===== config.mk =====
export PLATFORM = sky130hd
export DESIGN_NAME = fcr_ctrl_regs
export DESIGN_NICKNAME = d
export VERILOG_FILES = /design/src/hdl/fcr_pkg.sv /design/src/hdl/fcr_sync_state.sv /design/src/hdl/fcr_ctrl_regs.sv
export SDC_FILE = /design/constraint.sdc
export NUM_CORES = 1
export LEC_CHECK = 0
export BUFFER_PORTS_ARGS = -buffer_cell sky130_fd_sc_hd__buf_2
export CAP_MARGIN = 25
export CORE_UTILIZATION = 41
export DETAILED_ROUTE_END_ITERATION = 16
export HOLD_SLACK_MARGIN = 0.08
export PLACE_DENSITY = 0.82
export SLEW_MARGIN = 20
export SYNTH_ARGS = -nofsm -noshare
export SYNTH_HDL_FRONTEND = slang
export SYNTH_SLANG_ARGS = --single-unit

===== constraint.sdc =====
create_clock -name I_CORE_CLK -period 1.3 [get_ports I_CORE_CLK]
set_input_delay 0.065 -clock I_CORE_CLK [delete_from_list [all_inputs] [get_ports I_CORE_CLK]]
set_output_delay 0.065 -clock I_CORE_CLK [all_outputs]
set_load 0.05 [all_outputs]

===== src/hdl/fcr_pkg.sv =====
package fcr_pkg;
	// -----------------------------------------
	// Register map
	// -----------------------------------------
	localparam int          ADDR_W        = 5;
	localparam logic [4:0]  ADDR_DEC_TWO  = 5'h03;
	localparam logic [4:0]  ADDR_DEC_THR  = 5'h04;
	localparam logic [4:0]  ADDR_ENC_DATA = 5'h05;
	localparam logic [4:0]  ADDR_ENC_ONE  = 5'h06;
	localparam logic [7:0]  RST_REG       = 8'h00;

	// -----------------------------------------
	// Field positions
	// -----------------------------------------
	localparam int D2_PHASE_SYNC = 0;
	localparam int D2_TOGGLE     = 1;
	localparam int D2_SWAP_ERASE = 2;
	localparam int D2_PERIPH     = 3;
	localparam int D2_DIFF_DEC   = 4;
	localparam int D2_DESCR_EN   = 5;
	localparam int D2_DESCR_ALG  = 6;
	localparam int D3_FULL_MEM   = 0;
	localparam int D3_SOFT_RST   = 2;
	localparam int ED_BIT        = 0;
	localparam int E1_SERIAL     = 0;
	localparam int E1_SOFT_RST   = 1;
	localparam int E1_RATE_LO    = 2;
	localparam int E1_RATE_HI    = 5;

	// -----------------------------------------
	// Chainback depths
	// -----------------------------------------
	localparam logic [6:0] DEPTH_FULL  = 7'h60;
	localparam logic [6:0] DEPTH_SHORT = 7'h30;

	// -----------------------------------------
	// Types
	// -----------------------------------------
	typedef enum logic {SYNC_NORMAL, SYNC_SWAP_INV} fcr_sync_t;

	typedef struct packed {
		logic              wr_en;
		logic [ADDR_W-1:0] addr;
		logic [7:0]        data;
	} fcr_bus_t;

	typedef struct packed {
		logic [2:0] r0;
		logic [2:0] r1;
		logic [2:0] r2;
		logic [2:0] erase;
	} fcr_sym_t;

	typedef struct packed {
		logic       phase_sync_en;
		logic       sync_toggle_mode;
		logic       erasure_swap_en;
		logic       dec_peripheral;
		logic       diff_dec_en;
		logic       descr_en;
		logic       descr_exact;
		logic [6:0] chainback_depth;
	} fcr_dec_cfg_t;

	typedef struct packed {
		logic       serial_out;
		logic [3:0] rate_sel;
	} fcr_enc_cfg_t;
endpackage


===== src/hdl/fcr_sync_state.sv =====
`timescale 1ns/1ps
module fcr_sync_state (
	input  wire logic              i_clk,
	input  wire logic              i_rst_n,
	input  wire logic              i_clear,
	input  wire logic              i_enable,
	input  wire logic              i_toggle_mode,
	input  wire logic              i_sync_change,
	output fcr_pkg::fcr_sync_t     o_state
);
	typedef struct packed {
		logic               prev;
		fcr_pkg::fcr_sync_t state;
	} fcr_ss_t;

	fcr_ss_t s_q;
	fcr_ss_t s_d;

	// Next sync state from edge or level of the change input
	always_comb begin
		s_d      = s_q;
		s_d.prev = i_sync_change;
		if (i_clear || !i_enable) begin
			s_d.state = fcr_pkg::SYNC_NORMAL;
		end else if (i_toggle_mode) begin
			s_d.state = i_sync_change ? fcr_pkg::SYNC_SWAP_INV
				: fcr_pkg::SYNC_NORMAL;
		end else if (i_sync_change && !s_q.prev) begin
			s_d.state = (s_q.state == fcr_pkg::SYNC_NORMAL)
				? fcr_pkg::SYNC_SWAP_INV
				: fcr_pkg::SYNC_NORMAL;
		end
	end

	// State register
	always_ff @(posedge i_clk or negedge i_rst_n) begin
		if (!i_rst_n) begin
			s_q <= '0;
		end else begin
			s_q <= s_d;
		end
	end

	assign o_state = s_q.state;

	// Edge mode flips the state on a rising change input
	property p_toggle_edge;
		@(posedge i_clk) disable iff (!i_rst_n)
		(i_enable && !i_toggle_mode && !i_clear
			&& i_sync_change && !s_q.prev)
		|=> (o_state != $past(o_state));
	endproperty
	a_toggle_edge: assert property (p_toggle_edge)
		else $error("sync state did not flip on edge");

	// Level mode follows the change input
	property p_level_follow;
		@(posedge i_clk) disable iff (!i_rst_n)
		(i_enable && i_toggle_mode && !i_clear)
		|=> (o_state == ($past(i_sync_change)
			? fcr_pkg::SYNC_SWAP_INV : fcr_pkg::SYNC_NORMAL));
	endproperty
	a_level_follow: assert property (p_level_follow)
		else $error("sync state not following level");
endmodule // fcr_sync_state


===== src/hdl/fcr_ctrl_regs.sv =====
`timescale 1ns/1ps
// Notes on behaviour
// - Toggle mode clear: sync state flips on each rising sync change edge.
// - Toggle mode set: sync change low means normal, high swap-invert.
// - Phase sync enabled lets the decoder swap and invert symbols.
// - Erasure swap bit swaps both erasures with first two symbols, only in parallel input, rate 1/2 and external erasure mode.
// - Peripheral bit routes symbols, erasures and output via the bus.
// - Differential decoder bit enables it; encoder untouched.
// - Descrambler bit enables it; scrambler untouched.
// - Algorithm bit: one exact descrambler, zero modified variant.
// - Memory bit set gives depth 96, clear gives depth 48.
// - Zero-to-one write of soft decoder reset resets the decoder.
// - Peripheral mode takes encoder data bit from the data register.
// - Encoder output mode bit: one serial, zero parallel.
// - Zero-to-one write of soft encoder reset resets the encoder.
// - Rate bits select encoder rates 1/2, 3/4, 1/3 and 7/8.
module fcr_ctrl_regs (
	input  wire logic                  I_CORE_CLK,
	input  wire logic                  I_RST_N,
	input  wire fcr_pkg::fcr_bus_t     I_BUS,
	input  wire logic                  I_SYNC_CHANGE,
	input  wire logic                  I_PARALLEL_INPUT,
	input  wire logic                  I_RATE_HALF,
	input  wire logic                  I_EXT_ERASURE,
	input  wire fcr_pkg::fcr_sym_t     I_PIN_SYM,
	input  wire fcr_pkg::fcr_sym_t     I_BUS_SYM,
	input  wire logic                  I_DECODED_BIT,
	input  wire logic                  I_DECODER_RESET_PIN,
	input  wire logic                  I_ENCODER_SERIAL_DATA_IN,
	input  wire logic                  I_ENCODER_RESET_PIN,
	input  wire logic                  I_ENC_PERIPHERAL,
	output fcr_pkg::fcr_dec_cfg_t      O_DEC_CFG,
	output fcr_pkg::fcr_enc_cfg_t      O_ENC_CFG,
	output fcr_pkg::fcr_sync_t         O_SYNC_STATE,
	output fcr_pkg::fcr_sym_t          O_DEC_SYM,
	output logic                       O_DECODED_DATA_OUTPUT,
	output logic                       O_BUS_DECODED,
	output logic                       O_DECODER_RESET,
	output logic                       O_ENCODER_RESET,
	output logic                       O_ENC_DATA,
	output logic                       O_ENC_DATA_STROBE
);
	// -----------------------------------------
	// State
	// -----------------------------------------
	typedef struct packed {
		logic [7:0]        dec_two;
		logic [7:0]        dec_three;
		logic [7:0]        enc_data;
		logic [7:0]        enc_one;
		logic              dec_rst;
		logic              enc_rst;
		logic              enc_stb;
		logic              enc_out;
		fcr_pkg::fcr_sym_t sym;
		logic              dec_pin;
		logic              dec_bus;
	} fcr_top_t;

	fcr_top_t           r_q;
	fcr_top_t           r_d;
	fcr_pkg::fcr_sync_t sync_state;
	fcr_pkg::fcr_sym_t  src_sym;
	logic               wr_dec_two;
	logic               wr_dec_three;
	logic               wr_enc_data;
	logic               wr_enc_one;
	logic               swap_active;
	logic               erase_swap;
	logic               soft_dec_rise;
	logic               soft_enc_rise;

	// -----------------------------------------
	// Address decode
	// -----------------------------------------
	function automatic logic hit(
		input fcr_pkg::fcr_bus_t b,
		input logic [4:0]        a
	);
		hit = b.wr_en && (b.addr == a);
	endfunction

	// Write strobes per register
	always_comb begin
		wr_dec_two   = 1'b0;
		wr_dec_three = 1'b0;
		wr_enc_data  = 1'b0;
		wr_enc_one   = 1'b0;
		if (hit(I_BUS, fcr_pkg::ADDR_DEC_TWO)) begin
			wr_dec_two = 1'b1;
		end else if (hit(I_BUS, fcr_pkg::ADDR_DEC_THR)) begin
			wr_dec_three = 1'b1;
		end else if (hit(I_BUS, fcr_pkg::ADDR_ENC_DATA)) begin
			wr_enc_data = 1'b1;
		end else if (hit(I_BUS, fcr_pkg::ADDR_ENC_ONE)) begin
			wr_enc_one = 1'b1;
		end
	end

	// -----------------------------------------
	// Soft reset edges
	// -----------------------------------------
	// Rising edge is written value against stored value
	assign soft_dec_rise = wr_dec_three
		&& I_BUS.data[fcr_pkg::D3_SOFT_RST]
		&& !r_q.dec_three[fcr_pkg::D3_SOFT_RST];
	assign soft_enc_rise = wr_enc_one
		&& I_BUS.data[fcr_pkg::E1_SOFT_RST]
		&& !r_q.enc_one[fcr_pkg::E1_SOFT_RST];

	// -----------------------------------------
	// Sync state machine
	// -----------------------------------------
	fcr_sync_state u_sync (
		.i_clk         (I_CORE_CLK),
		.i_rst_n       (I_RST_N),
		.i_clear       (O_DECODER_RESET),
		.i_enable      (r_q.dec_two[fcr_pkg::D2_PHASE_SYNC]),
		.i_toggle_mode (r_q.dec_two[fcr_pkg::D2_TOGGLE]),
		.i_sync_change (I_SYNC_CHANGE),
		.o_state       (sync_state)
	);

	// -----------------------------------------
	// Symbol path conditions
	// -----------------------------------------
	// Swap-invert only with phase sync on
	assign swap_active = r_q.dec_two[fcr_pkg::D2_PHASE_SYNC]
		&& (sync_state == fcr_pkg::SYNC_SWAP_INV);
	// Erasures follow the symbols only in this mode
	assign erase_swap = swap_active
		&& r_q.dec_two[fcr_pkg::D2_SWAP_ERASE]
		&& I_PARALLEL_INPUT && I_RATE_HALF
		&& I_EXT_ERASURE;
	// Symbol source per data mode
	assign src_sym = r_q.dec_two[fcr_pkg::D2_PERIPH]
		? I_BUS_SYM : I_PIN_SYM;

	// -----------------------------------------
	// Next state
	// -----------------------------------------
	always_comb begin
		r_d         = r_q;
		r_d.dec_rst = 1'b0;
		r_d.enc_rst = 1'b0;
		r_d.enc_stb = 1'b0;
		// Register writes
		if (wr_dec_two) begin
			r_d.dec_two = I_BUS.data;
		end
		if (wr_dec_three) begin
			r_d.dec_three = I_BUS.data;
		end
		if (wr_enc_data) begin
			r_d.enc_data = I_BUS.data;
		end
		if (wr_enc_one) begin
			r_d.enc_one = I_BUS.data;
		end
		// Reset outputs: pin reset follows the pin level, soft write gives one pulse
		r_d.dec_rst = soft_dec_rise
			|| I_DECODER_RESET_PIN;
		r_d.enc_rst = soft_enc_rise
			|| I_ENCODER_RESET_PIN;
		// Encoder input bit source
		if (I_ENC_PERIPHERAL) begin
			if (wr_enc_data) begin
				r_d.enc_out = I_BUS.data[fcr_pkg::ED_BIT];
				r_d.enc_stb = 1'b1;
			end
		end else begin
			r_d.enc_out = I_ENCODER_SERIAL_DATA_IN;
		end
		// Decoder symbols with swap and invert
		r_d.sym = src_sym;
		if (swap_active) begin
			r_d.sym.r0 = ~src_sym.r1;
			r_d.sym.r1 = ~src_sym.r0;
		end
		if (erase_swap) begin
			r_d.sym.erase[0] = src_sym.erase[1];
			r_d.sym.erase[1] = src_sym.erase[0];
		end
		// Decoded bit routing
		if (r_q.dec_two[fcr_pkg::D2_PERIPH]) begin
			r_d.dec_bus = I_DECODED_BIT;
			r_d.dec_pin = 1'b0;
		end else begin
			r_d.dec_pin = I_DECODED_BIT;
			r_d.dec_bus = 1'b0;
		end
		// Decoder reset clears the decoder path
		if (r_q.dec_rst) begin
			r_d.sym     = '0;
			r_d.dec_pin = 1'b0;
			r_d.dec_bus = 1'b0;
		end
		// Encoder reset clears the encoder bit
		if (r_q.enc_rst) begin
			r_d.enc_out = 1'b0;
		end
	end

	// State register
	always_ff @(posedge I_CORE_CLK or negedge I_RST_N) begin
		if (!I_RST_N) begin
			r_q <= '0;
		end else begin
			r_q <= r_d;
		end
	end

	// -----------------------------------------
	// Outputs
	// -----------------------------------------
	// Decoder configuration fields
	always_comb begin
		O_DEC_CFG.phase_sync_en    =
			r_q.dec_two[fcr_pkg::D2_PHASE_SYNC];
		O_DEC_CFG.sync_toggle_mode =
			r_q.dec_two[fcr_pkg::D2_TOGGLE];
		O_DEC_CFG.erasure_swap_en  =
			r_q.dec_two[fcr_pkg::D2_SWAP_ERASE];
		O_DEC_CFG.dec_peripheral   =
			r_q.dec_two[fcr_pkg::D2_PERIPH];
		O_DEC_CFG.diff_dec_en      =
			r_q.dec_two[fcr_pkg::D2_DIFF_DEC];
		O_DEC_CFG.descr_en         =
			r_q.dec_two[fcr_pkg::D2_DESCR_EN];
		O_DEC_CFG.descr_exact      =
			r_q.dec_two[fcr_pkg::D2_DESCR_ALG]
			&& r_q.dec_two[fcr_pkg::D2_DESCR_EN];
		O_DEC_CFG.chainback_depth  =
			r_q.dec_three[fcr_pkg::D3_FULL_MEM]
			? fcr_pkg::DEPTH_FULL
			: fcr_pkg::DEPTH_SHORT;
	end

	// Encoder configuration fields
	always_comb begin
		O_ENC_CFG.serial_out =
			r_q.enc_one[fcr_pkg::E1_SERIAL];
		O_ENC_CFG.rate_sel   = r_q.enc_one[
			fcr_pkg::E1_RATE_HI:fcr_pkg::E1_RATE_LO];
	end

	assign O_SYNC_STATE          = sync_state;
	assign O_DEC_SYM             = r_q.sym;
	assign O_DECODED_DATA_OUTPUT = r_q.dec_pin;
	assign O_BUS_DECODED         = r_q.dec_bus;
	assign O_DECODER_RESET       = r_q.dec_rst;
	assign O_ENCODER_RESET       = r_q.enc_rst;
	assign O_ENC_DATA            = r_q.enc_out;
	assign O_ENC_DATA_STROBE     = r_q.enc_stb;

	// -----------------------------------------
	// Checks
	// -----------------------------------------
	property p_dec_soft_reset;
		@(posedge I_CORE_CLK) disable iff (!I_RST_N)
		(wr_dec_three && I_BUS.data[2]
			&& !r_q.dec_three[2])
		|=> O_DECODER_RESET ##1 (O_DEC_SYM == '0);
	endproperty
	a_dec_soft_reset: assert property (p_dec_soft_reset)
		else $error("decoder soft reset missing");

	property p_dec_no_retrigger;
		@(posedge I_CORE_CLK) disable iff (!I_RST_N)
		(wr_dec_three && r_q.dec_three[2]
			&& !I_DECODER_RESET_PIN)
		|=> !O_DECODER_RESET;
	endproperty
	a_dec_no_retrigger: assert property (p_dec_no_retrigger)
		else $error("decoder reset without rising write");

	property p_enc_soft_reset;
		@(posedge I_CORE_CLK) disable iff (!I_RST_N)
		(wr_enc_one && I_BUS.data[1] && !r_q.enc_one[1])
		|=> O_ENCODER_RESET ##1 !O_ENCODER_RESET
			|| $past(I_ENCODER_RESET_PIN);
	endproperty
	a_enc_soft_reset: assert property (p_enc_soft_reset)
		else $error("encoder soft reset not one pulse");

	property p_depth;
		@(posedge I_CORE_CLK) disable iff (!I_RST_N)
		wr_dec_three |=> (O_DEC_CFG.chainback_depth ==
			($past(I_BUS.data[0]) ? 7'h60 : 7'h30));
	endproperty
	a_depth: assert property (p_depth)
		else $error("chainback depth wrong");

	property p_rate;
		@(posedge I_CORE_CLK) disable iff (!I_RST_N)
		wr_enc_one |=> (O_ENC_CFG.rate_sel ==
			$past(I_BUS.data[5:2]))
			&& (O_ENC_CFG.serial_out == $past(I_BUS.data[0]));
	endproperty
	a_rate: assert property (p_rate)
		else $error("encoder rate or mode not taken");

	property p_enc_data;
		@(posedge I_CORE_CLK) disable iff (!I_RST_N)
		(I_ENC_PERIPHERAL && wr_enc_data && !O_ENCODER_RESET)
		|=> O_ENC_DATA_STROBE
			&& (O_ENC_DATA == $past(I_BUS.data[0]));
	endproperty
	a_enc_data: assert property (p_enc_data)
		else $error("encoder data bit not taken");

	property p_route;
		@(posedge I_CORE_CLK) disable iff (!I_RST_N)
		(O_DEC_CFG.dec_peripheral && !O_DECODER_RESET)
		|=> (O_DEC_SYM.r2 == $past(I_BUS_SYM.r2))
			&& !O_DECODED_DATA_OUTPUT
			&& (O_BUS_DECODED == $past(I_DECODED_BIT));
	endproperty
	a_route: assert property (p_route)
		else $error("peripheral routing wrong");

	property p_swap_erase;
		@(posedge I_CORE_CLK) disable iff (!I_RST_N)
		(erase_swap && !O_DECODER_RESET)
		|=> (O_DEC_SYM.erase[0] == $past(src_sym.erase[1]))
			&& (O_DEC_SYM.erase[1] == $past(src_sym.erase[0]));
	endproperty
	a_swap_erase: assert property (p_swap_erase)
		else $error("erasures not swapped");

	property p_swap_sym;
		@(posedge I_CORE_CLK) disable iff (!I_RST_N)
		(swap_active && !O_DECODER_RESET)
		|=> (O_DEC_SYM.r0 == ~$past(src_sym.r1));
	endproperty
	a_swap_sym: assert property (p_swap_sym)
		else $error("symbols not swapped and inverted");

	property p_cfg_bits;
		@(posedge I_CORE_CLK) disable iff (!I_RST_N)
		wr_dec_two |=> (O_DEC_CFG.diff_dec_en == $past(I_BUS.data[4]))
			&& (O_DEC_CFG.descr_en == $past(I_BUS.data[5]));
	endproperty
	a_cfg_bits: assert property (p_cfg_bits)
		else $error("decoder enables not taken");

	property p_descr_alg;
		@(posedge I_CORE_CLK) disable iff (!I_RST_N)
		wr_dec_two |=> (O_DEC_CFG.descr_exact
			== $past(I_BUS.data[6] && I_BUS.data[5]));
	endproperty
	a_descr_alg: assert property (p_descr_alg)
		else $error("descrambler algorithm select wrong");
endmodule // fcr_ctrl_regs


# After elaboration in Yosys (flattened, before gate mapping)
# Index checks and enable logic that the tools add are counted.
# word_totals
elab_cells	70
in_bits	49
out_inout_bits	38
register_bits	36
# op_classes
reduce_logical	23
bitwise	2
eq_ne	5
muxes	25
# ops
operator	count
$mux 1	18
$eq 5x3->1 const B	3
$logic_and 1x1->1	15
$mux 14	1
$mux 12	1
$mux 7	1
$mux 2	3
$mux 6	1
$not 3->3	2
$eq 5x2->1 const B	1
$logic_not 1->1	4
$logic_or 1x1->1	3
$ne 3x1->1 const B	1
$reduce_bool 3->1	1

# Logic depth before layout (Yosys ltp)
# Gate-level depths: netlist (run 1).
# logic_depth
ltp_word	9
ltp_mapped	5

# Hierarchy
# Synthesis (run 1) repeated with hierarchy kept, for this count alone.
# unflattened
hier_cells	148
area_unflattened_um2	1820.5
# modules_own_cells
module	instances	seq_area_each_um2	cells_each	area_each_um2
fcr_ctrl_regs	1	825.8	140	1736.7
fcr_sync_state	1	50.0	8	83.8

# Worst setup path before layout (run 1)
# Ideal clock, no wire load.
# synth_timing
path_kind	register to register
from	register u_sync.s_q (netlist bit u_sync.o_state)
to	register r_q (netlist bit O_DEC_SYM[0])
t_arrival_ns	1.294
path_slack_ns	-0.143
path_stages_with_launch	5
setup_time_ns	0.149
cell_sequence	dfrtp_1 -> nand2_1 -> buf_2 -> nor3_1 -> nor3_1
# synth_lines
element	line	rtl
start, declared	fcr_sync_state.sv:16	fcr_ss_t s_q;
start signal, assigned	fcr_sync_state.sv:38	s_q <= '0;
start signal, assigned	fcr_sync_state.sv:40	s_q <= s_d;
end signal, assigned	fcr_ctrl_regs.sv:209	r_q <= r_d;
end, declared	fcr_ctrl_regs.sv:60	fcr_top_t r_q;

==> flow_metrics.py, run 1 <==
metrics = {
    "setup_path": {
        "cp-endpoint": "O_ENCODER_RESET$_DFF_PN0_",
        "worstPathArrival_ps": 1470,
        "cp_slowest_cell": "dlygate4sd3_1",
        "slowest_delay_ps": 550,
        "crit_type": "register to register",
        "end_kind": "register",
        "r2r_end": "O_ENCODER_RESET$_DFF_PN0_",
        "path_max_fanout": 2,
        "cp.required_ps": 1520,
        "r2r-start": "r_q[19]$_DFFE_PN0P_",
        "critPathLaunchType": "register",
        "crit_chain": "nand2b_1, o21bai_1, dlygate4sd3_1",
        "ff2ff_path_depth": 3,
        "rrSetupSlack_ps": 60,
        "cp-startpoint": "r_q[19]$_DFFE_PN0P_",
    },
    "route": {
        "vias": 1340,
        "top_layer": "met4",
        "wl_met1_um": 1570,
        "vias_per_cell": 4.69,
        "drt-wirelength-per-cell_um": 13.4,
        "drt_iter0_markers": 78,
        "finalWirelength_um": 3840,
        "firstDrtPassIters": 6,
        "antenna_left": 0,
        "wl_met2_um": 1930,
        "met3WireLength_um": 289,
        "drc_errors": 0,
    },
    "timing": {
        "maxSlewViolCount": 0,
        "setup_viol": 0,
        "fin_crit_sh": 0.956,
        "fin_worst_skew_ps": 3.84,
        "hold_viol": 0,
        "fin_crit_ps": 1240,
        "max_freq_mhz": 804,
    },
    "floorplan": {
        "ioPinCount": 87,
        "dieArea_sq_um": 4710,
        "rows": 23,
        "die_x_um": 68.7,
        "die_y_um": 68.7,
        "start_util": 0.440,
        "core_sq_um": 4140,
    },
    "placement": {
        "place_congestion": 0.649,
        "dp_hpwl_um": 2630,
        "portBuffers": 80,
        "placedCellCount": 254,
    },
    "cells_and_area": {
        "final_cells": 286,
        "layout.nets": 284,
        "layout-drive-gt1-share": 0.492,
        "diodes": 0,
        "mostFrequentLayoutCells": "buf_2 (79), dfrtp_1 (32), dlygate4sd3_1 (24)",
        "final_common_cell": "buf_2",
        "area_growth_pct": 34.3,
    },
    "power_and_ir_drop": {
        "switchingPower_mw": 1.21,
        "clkPwrFrac": 0.234,
        "pwr-share-seq": 0.403,
        "p_sw_frac": 0.372,
        "vdd_ir_drop_max_mv": 0.927,
        "power_frac_comb": 0.363,
        "p_int_mw": 2.04,
        "power.density_nw_per_um2": 1330,
        "power_leakage_nw": 1.26,
        "p_total_mw": 3.26,
    },
    "synthesis": {
        "synth.ff_latch_count": 35,
        "syn-instance-count": 149,
        "synth_warnings": 0,
        "synth_edf_count": 0,
        "ys.flop_type": "dfrtp_1",
        "synth_cell_types": 35,
        "syn_area_per_cell_sq_um": 12.2,
        "synthArstFlopShare": 1.00,
        "seq_area_frac_synth": 0.481,
        "netlist_area_sq_um": 1820,
    },
    "clock_tree": {
        "clock_path_buffers": 2,
        "htree_levels": 2,
        "cts_num_sinks": 35,
        "tritoncts": "built",
        "worstSkewPairLatency_ps": 280,
        "root_buffer": "clkbuf_8",
        "numCtsBuffers": 5,
        "clk_pin_slew_ps": 70,
    },
    "status": {
        "outcome": "finished, final reports clean",
    },
    "global_route": {
        "grt_first_pass_wirelength_um": 5980,
        "antenna_found_initial": 0,
        "overflow": 0,
        "grt_pass1_vias": 1310,
        "grt_util_all_layers": 0.179,
        "grt_max_degree": 21,
    },
    "hold_path": {
        "hp-class": "input port to register",
    },
    "run": {
        "drv_cap": 0,
    },
}
==> synth_stat cells (2+ instances only) <==
cell	number	area [sq um]
conb_1	2	7.51
o21ai_0	2	10.0
nor3_1	4	20.0
and2_1	2	12.5
dfrtp_1	35	876
mux2i_1	10	100
a31oi_1	2	12.5
buf_2	2	10.0
mux2_4	13	195
nand2b_1	2	12.5
buf_4	29	218
mux2_2	3	33.8
a211oi_1	6	45.0
nand3_4	2	35.0
inv_1	3	11.3
nor2_1	13	48.8
==> routing by layer <==
layer / GRT usage / vias to the layer above
met5: 0 / -
met4: 0.0521 / 0
met3: 0.0641 / 5
met2: 0.311 / 58
met1: 0.203 / 619
li1: - / 658
==> kinds of logic after synthesis <==
family	count (synthesis)	synth area share
flip-flops	35	0.481
buffers and inverters	36	0.139
multiplexers	27	0.187
other	2	0.00412
AO/OA/AOI/OAI	15	0.0577
AND/OR/NAND/NOR	34	0.131
==> worst min path at each step <==
stage,end,cells past startpoint,slack [ps],start
after floorplan,O_BUS_DECODED$_DFF_PN0_,0,-230,I_RST_N
after global placement,O_ENC_CFG[0]$_DFFE_PN0P_,1,9,I_RST_N
after detailed placement,O_ENC_CFG[0]$_DFFE_PN0P_,1,10,I_RST_N
after CTS,O_DEC_SYM[10]$_DFF_PN0_,4,110,I_PIN_SYM[7]
after global routing,O_DEC_SYM[7]$_DFF_PN0_,4,130,I_PIN_SYM[10]
final,O_DEC_SYM[7]$_DFF_PN0_,4,120,I_PIN_SYM[10]
==> through the flow <==
stage | TNS, ps | setup WS (ps) | utilization | hold slack, ps | cell area, sq um
after floorplan | 0 | 43.3 | - | -231 | 1830
after global placement | 0 | 93.3 | 0.511 | 8.74 | 2120
after detailed placement | 0 | 32.4 | 0.511 | 14.5 | 2120
after CTS | 0 | 4.44 | 0.591 | 115 | 2450
after global routing | -11.1 | -11.1 | 0.590 | 133 | 2450
final | 0 | 56.7 | 0.590 | 119 | 2450
==> worst max-delay path: cells and delay by family, from the launching register on <==
| kind | cells | cell delay, ps |
|---|---|---|
| AND/OR/NAND/NOR | 1 | 140 |
| flip-flops | 1 | 380 |
| AO/OA/AOI/OAI | 1 | 110 |
| buffers and inverters | 1 | 550 |
==> flip-flops by register name (all words and copies together), names as in the netlist <==
register and count:
O_DECODER_RESET 1, O_DECODED_DATA_OUTPUT 1, O_DEC_CFG 6, O_ENC_DATA 1, O_ENC_CFG 5, u_sync.s_q 1, O_BUS_DECODED 1, O_ENC_DATA_STROBE 1
u_sync.o_state 1, r_q 4, O_DEC_SYM 12, O_ENCODER_RESET 1
==> power by group through the flow <==
stage	Combinational (mW)	Sequential (mW)	Clock [mW]
finish	1.18	1.31	0.761
global route	1.26	1.34	0.839
CTS	1.18	1.31	0.787
detailed placement	1.12	1.33	0
global placement	1.10	1.33	0
floorplan	0.943	1.35	0
==> layout make-up <==
class                           count  area (sq um)
Fill cell                         350          1700
Sequential cell                    35           880
Multi-Input combinational cell     81           706
Timing Repair Buffer              109           706
Clock buffer                        7          76.3
Tap cell                           50          62.6
Inverter                            3          11.3
Clock inverter                      1          5.00
==> what timing repair did <==
item / 4_1_cts / 5_1_grt
setup endpoints to repair: 1 / 9
endpoints found under the hold margin: 62 / 0
hold buffers: 25 / 0
buffers inserted: 0 / 1
gates resized for setup: 1 / 2
pin swaps: 0 / 0
No activity file was read; power rests on OpenSTA's default activity.
==> run 2: changes to the inputs <==
--- a/config.mk
+++ b/config.mk
@@ -7,10 +7,12 @@
 export LEC_CHECK = 0
 export BUFFER_PORTS_ARGS = -buffer_cell sky130_fd_sc_hd__buf_2
 export CAP_MARGIN = 25
+export CORE_MARGIN = 3
 export CORE_UTILIZATION = 41
 export DETAILED_ROUTE_END_ITERATION = 16
 export HOLD_SLACK_MARGIN = 0.08
 export PLACE_DENSITY = 0.82
+export RECOVER_POWER = 25
 export SLEW_MARGIN = 20
 export SYNTH_ARGS = -nofsm -noshare
 export SYNTH_HDL_FRONTEND = slang
==> run 2 against run 1 <==
Die area rose by 12%; hold slack got worse by 55 ps; sequential share of layout area rose by 0.47 points; sequential cell count did not move; register-to-register slack improved by 40 ps; via count fell by 0.45%; largest power group unchanged; highest routed layer unchanged.
==> flow_metrics.py, run 2 (synthesized netlist as in run 1, its figures left out) <==
metrics = {
    "power_and_ir_drop": {
        "power.density_nw_per_um2": 1330,
        "power_frac_comb": 0.364,
        "p_sw_frac": 0.369,
        "p_int_mw": 2.03,
        "pwr-share-seq": 0.407,
        "clkPwrFrac": 0.228,
        "power_leakage_nw": 1.25,
        "vdd_ir_drop_max_mv": 0.859,
        "switchingPower_mw": 1.19,
        "p_total_mw": 3.22,
    },
    "timing": {
        "fin_worst_skew_ps": 4.75,
        "tns_ps": 0,
        "worst_slack_ps": 94.2,
        "fin_crit_sh": 0.928,
        "holdWs_ps": 63.5,
        "worst_slew_pin_slew_ps": 694,
        "maxSlewViolCount": 0,
        "hold_viol": 0,
        "rsz0062_at_grt": "no",
        "setup_viol": 0,
        "max_freq_mhz": 829,
        "slew-limit-headroom": 0.537,
        "fin_crit_ps": 1210,
    },
    "floorplan": {
        "start_util": 0.440,
        "dieArea_sq_um": 5280,
        "die_y_um": 72.7,
        "ioPinCount": 87,
        "core_sq_um": 4140,
        "rows": 23,
        "die_x_um": 72.7,
    },
    "clock_tree": {
        "cts_num_sinks": 35,
        "htree_levels": 2,
        "clock_path_buffers": 2,
        "numCtsBuffers": 5,
        "worstSkewPairLatency_ps": 270,
        "root_buffer": "clkbuf_8",
        "tritoncts": "built",
        "clk_pin_slew_ps": 70,
        "cts_setup_buffers": 0,
    },
    "route": {
        "top_layer": "met4",
        "vias_per_cell": 4.68,
        "wl_met1_um": 1550,
        "wl_met2_um": 1950,
        "met3WireLength_um": 359,
        "antenna_left": 0,
        "drt_iter0_markers": 69,
        "finalWirelength_um": 3890,
        "drc_errors": 0,
        "firstDrtPassIters": 3,
        "drt-wirelength-per-cell_um": 13.6,
        "vias": 1334,
    },
    "setup_path": {
        "path_max_fanout": 6,
        "cp.required_ps": 1470,
        "end_kind": "register",
        "critPathLaunchType": "register",
        "crit_type": "register to register",
        "worstPathArrival_ps": 1380,
    },
    "cells_and_area": {
        "layout-drive-gt1-share": 0.494,
        "area.sequential_sq_um": 880,
        "layout.nets": 283,
        "diodes": 0,
        "largest_reg_flops": 12,
        "mostFrequentLayoutCells": "buf_2 (76), dfrtp_1 (32), dlygate4sd3_1 (22)",
        "multi_input_area_sq_um": 702,
        "final_common_cell": "buf_2",
        "area_growth_pct": 32.6,
        "final.fill_count": 363,
    },
    "global_route": {
        "overflow": 0,
        "grt_util_all_layers": 0.158,
        "grt_pass1_vias": 1408,
        "grt_max_degree": 29,
        "antenna_found_initial": 0,
        "grt_first_pass_wirelength_um": 6440,
    },
    "placement": {
        "pre_cts_slack_ps": 26.5,
        "portBuffers": 80,
        "place_congestion": 0.699,
        "dp_hpwl_um": 2850,
    },
    "run": {
        "drv_cap": 0,
    },
    "status": {
        "outcome": "finished, final reports clean",
    },
    "hold_path": {
        "hp-class": "input port to register",
    },
}
[run 2: cell types whose count changed in the layout (fill, tap and decap cells not counted), moves of 2 or more]
cell           delta
buf_2             -3
buf_4             +2
clkbuf_1          +2
dlygate4sd3_1     -2
mux2i_1           -2
mux2i_2           +2
[run 2: layout make-up]
cell class | count | share of cell area
timing repair buffer | 108 | 0.281
multi-input combinational | 81 | 0.291
tap | 50 | 0.0259
inverter | 3 | 0.00466
clock buffer | 7 | 0.0316
sequential | 35 | 0.364
clock inverter | 1 | 0.00207
[run 2: what timing repair did]
item,4_1_cts,5_1_grt
gates resized for setup,0,6
hold buffers,24,0
endpoints found under the setup margin,0,11
hold endpoints to repair,53,0
[run 2: worst max-delay path, cell delays in order, from the launching register on]
cell and delay [ps]:
dfrtp_2 450, buf_12 150, mux2i_2 190, nor2_1 60, a211oi_1 250
[run 2: per-stage QoR]
step,instances,utilization,cell area [sq um]
3_5_place_dp,256,0.511,2120
4_1_cts,288,0.589,2440
2_1_floorplan,152,-,1830
5_1_grt,285,0.583,2410
3_3_place_gp,256,0.511,2120
6_report,285,0.583,2410
[run 2: power groups by stage]
stage	sequential, mW	combinational (mW)	clock, mW
global route	1.33	1.24	0.818
finish	1.31	1.17	0.736
detailed placement	1.33	1.13	0
CTS	1.31	1.18	0.760
floorplan	1.35	0.943	0
global placement	1.32	1.11	0
[run 2: metal layers]
metal	track usage	up-vias
met5	0	-
met4	0.0430	0
met3	0.0510	5
met2	0.283	57
met1	0.180	616
li1	-	656
[run 2: worst paths after layout]
| check | from | end | cells past startpoint | slack (ps) |
|---|---|---|---|---|
| setup / recovery | O_DEC_CFG[10]$_DFFE_PN0P_ | O_DEC_SYM[6]$_DFF_PN0_ | 4 | 90 |
| hold / removal | I_BUS[9] | O_ENC_DATA_STROBE$_DFF_PN0_ | 2 | 60 |
| setup reg to reg | O_DEC_CFG[10]$_DFFE_PN0P_ | O_DEC_SYM[6]$_DFF_PN0_ | 4 | 90 |
| hold reg to reg | O_ENCODER_RESET$_DFF_PN0_ | O_ENC_DATA$_DFFE_PN0P_ | 1 | 430 |
| max in group asynchronous | I_RST_N | O_DEC_CFG[9]$_DFFE_PN0P_ | 3 | 370 |
| min in group asynchronous | I_RST_N | O_DEC_SYM[3]$_DFF_PN0_ | 2 | 360 |
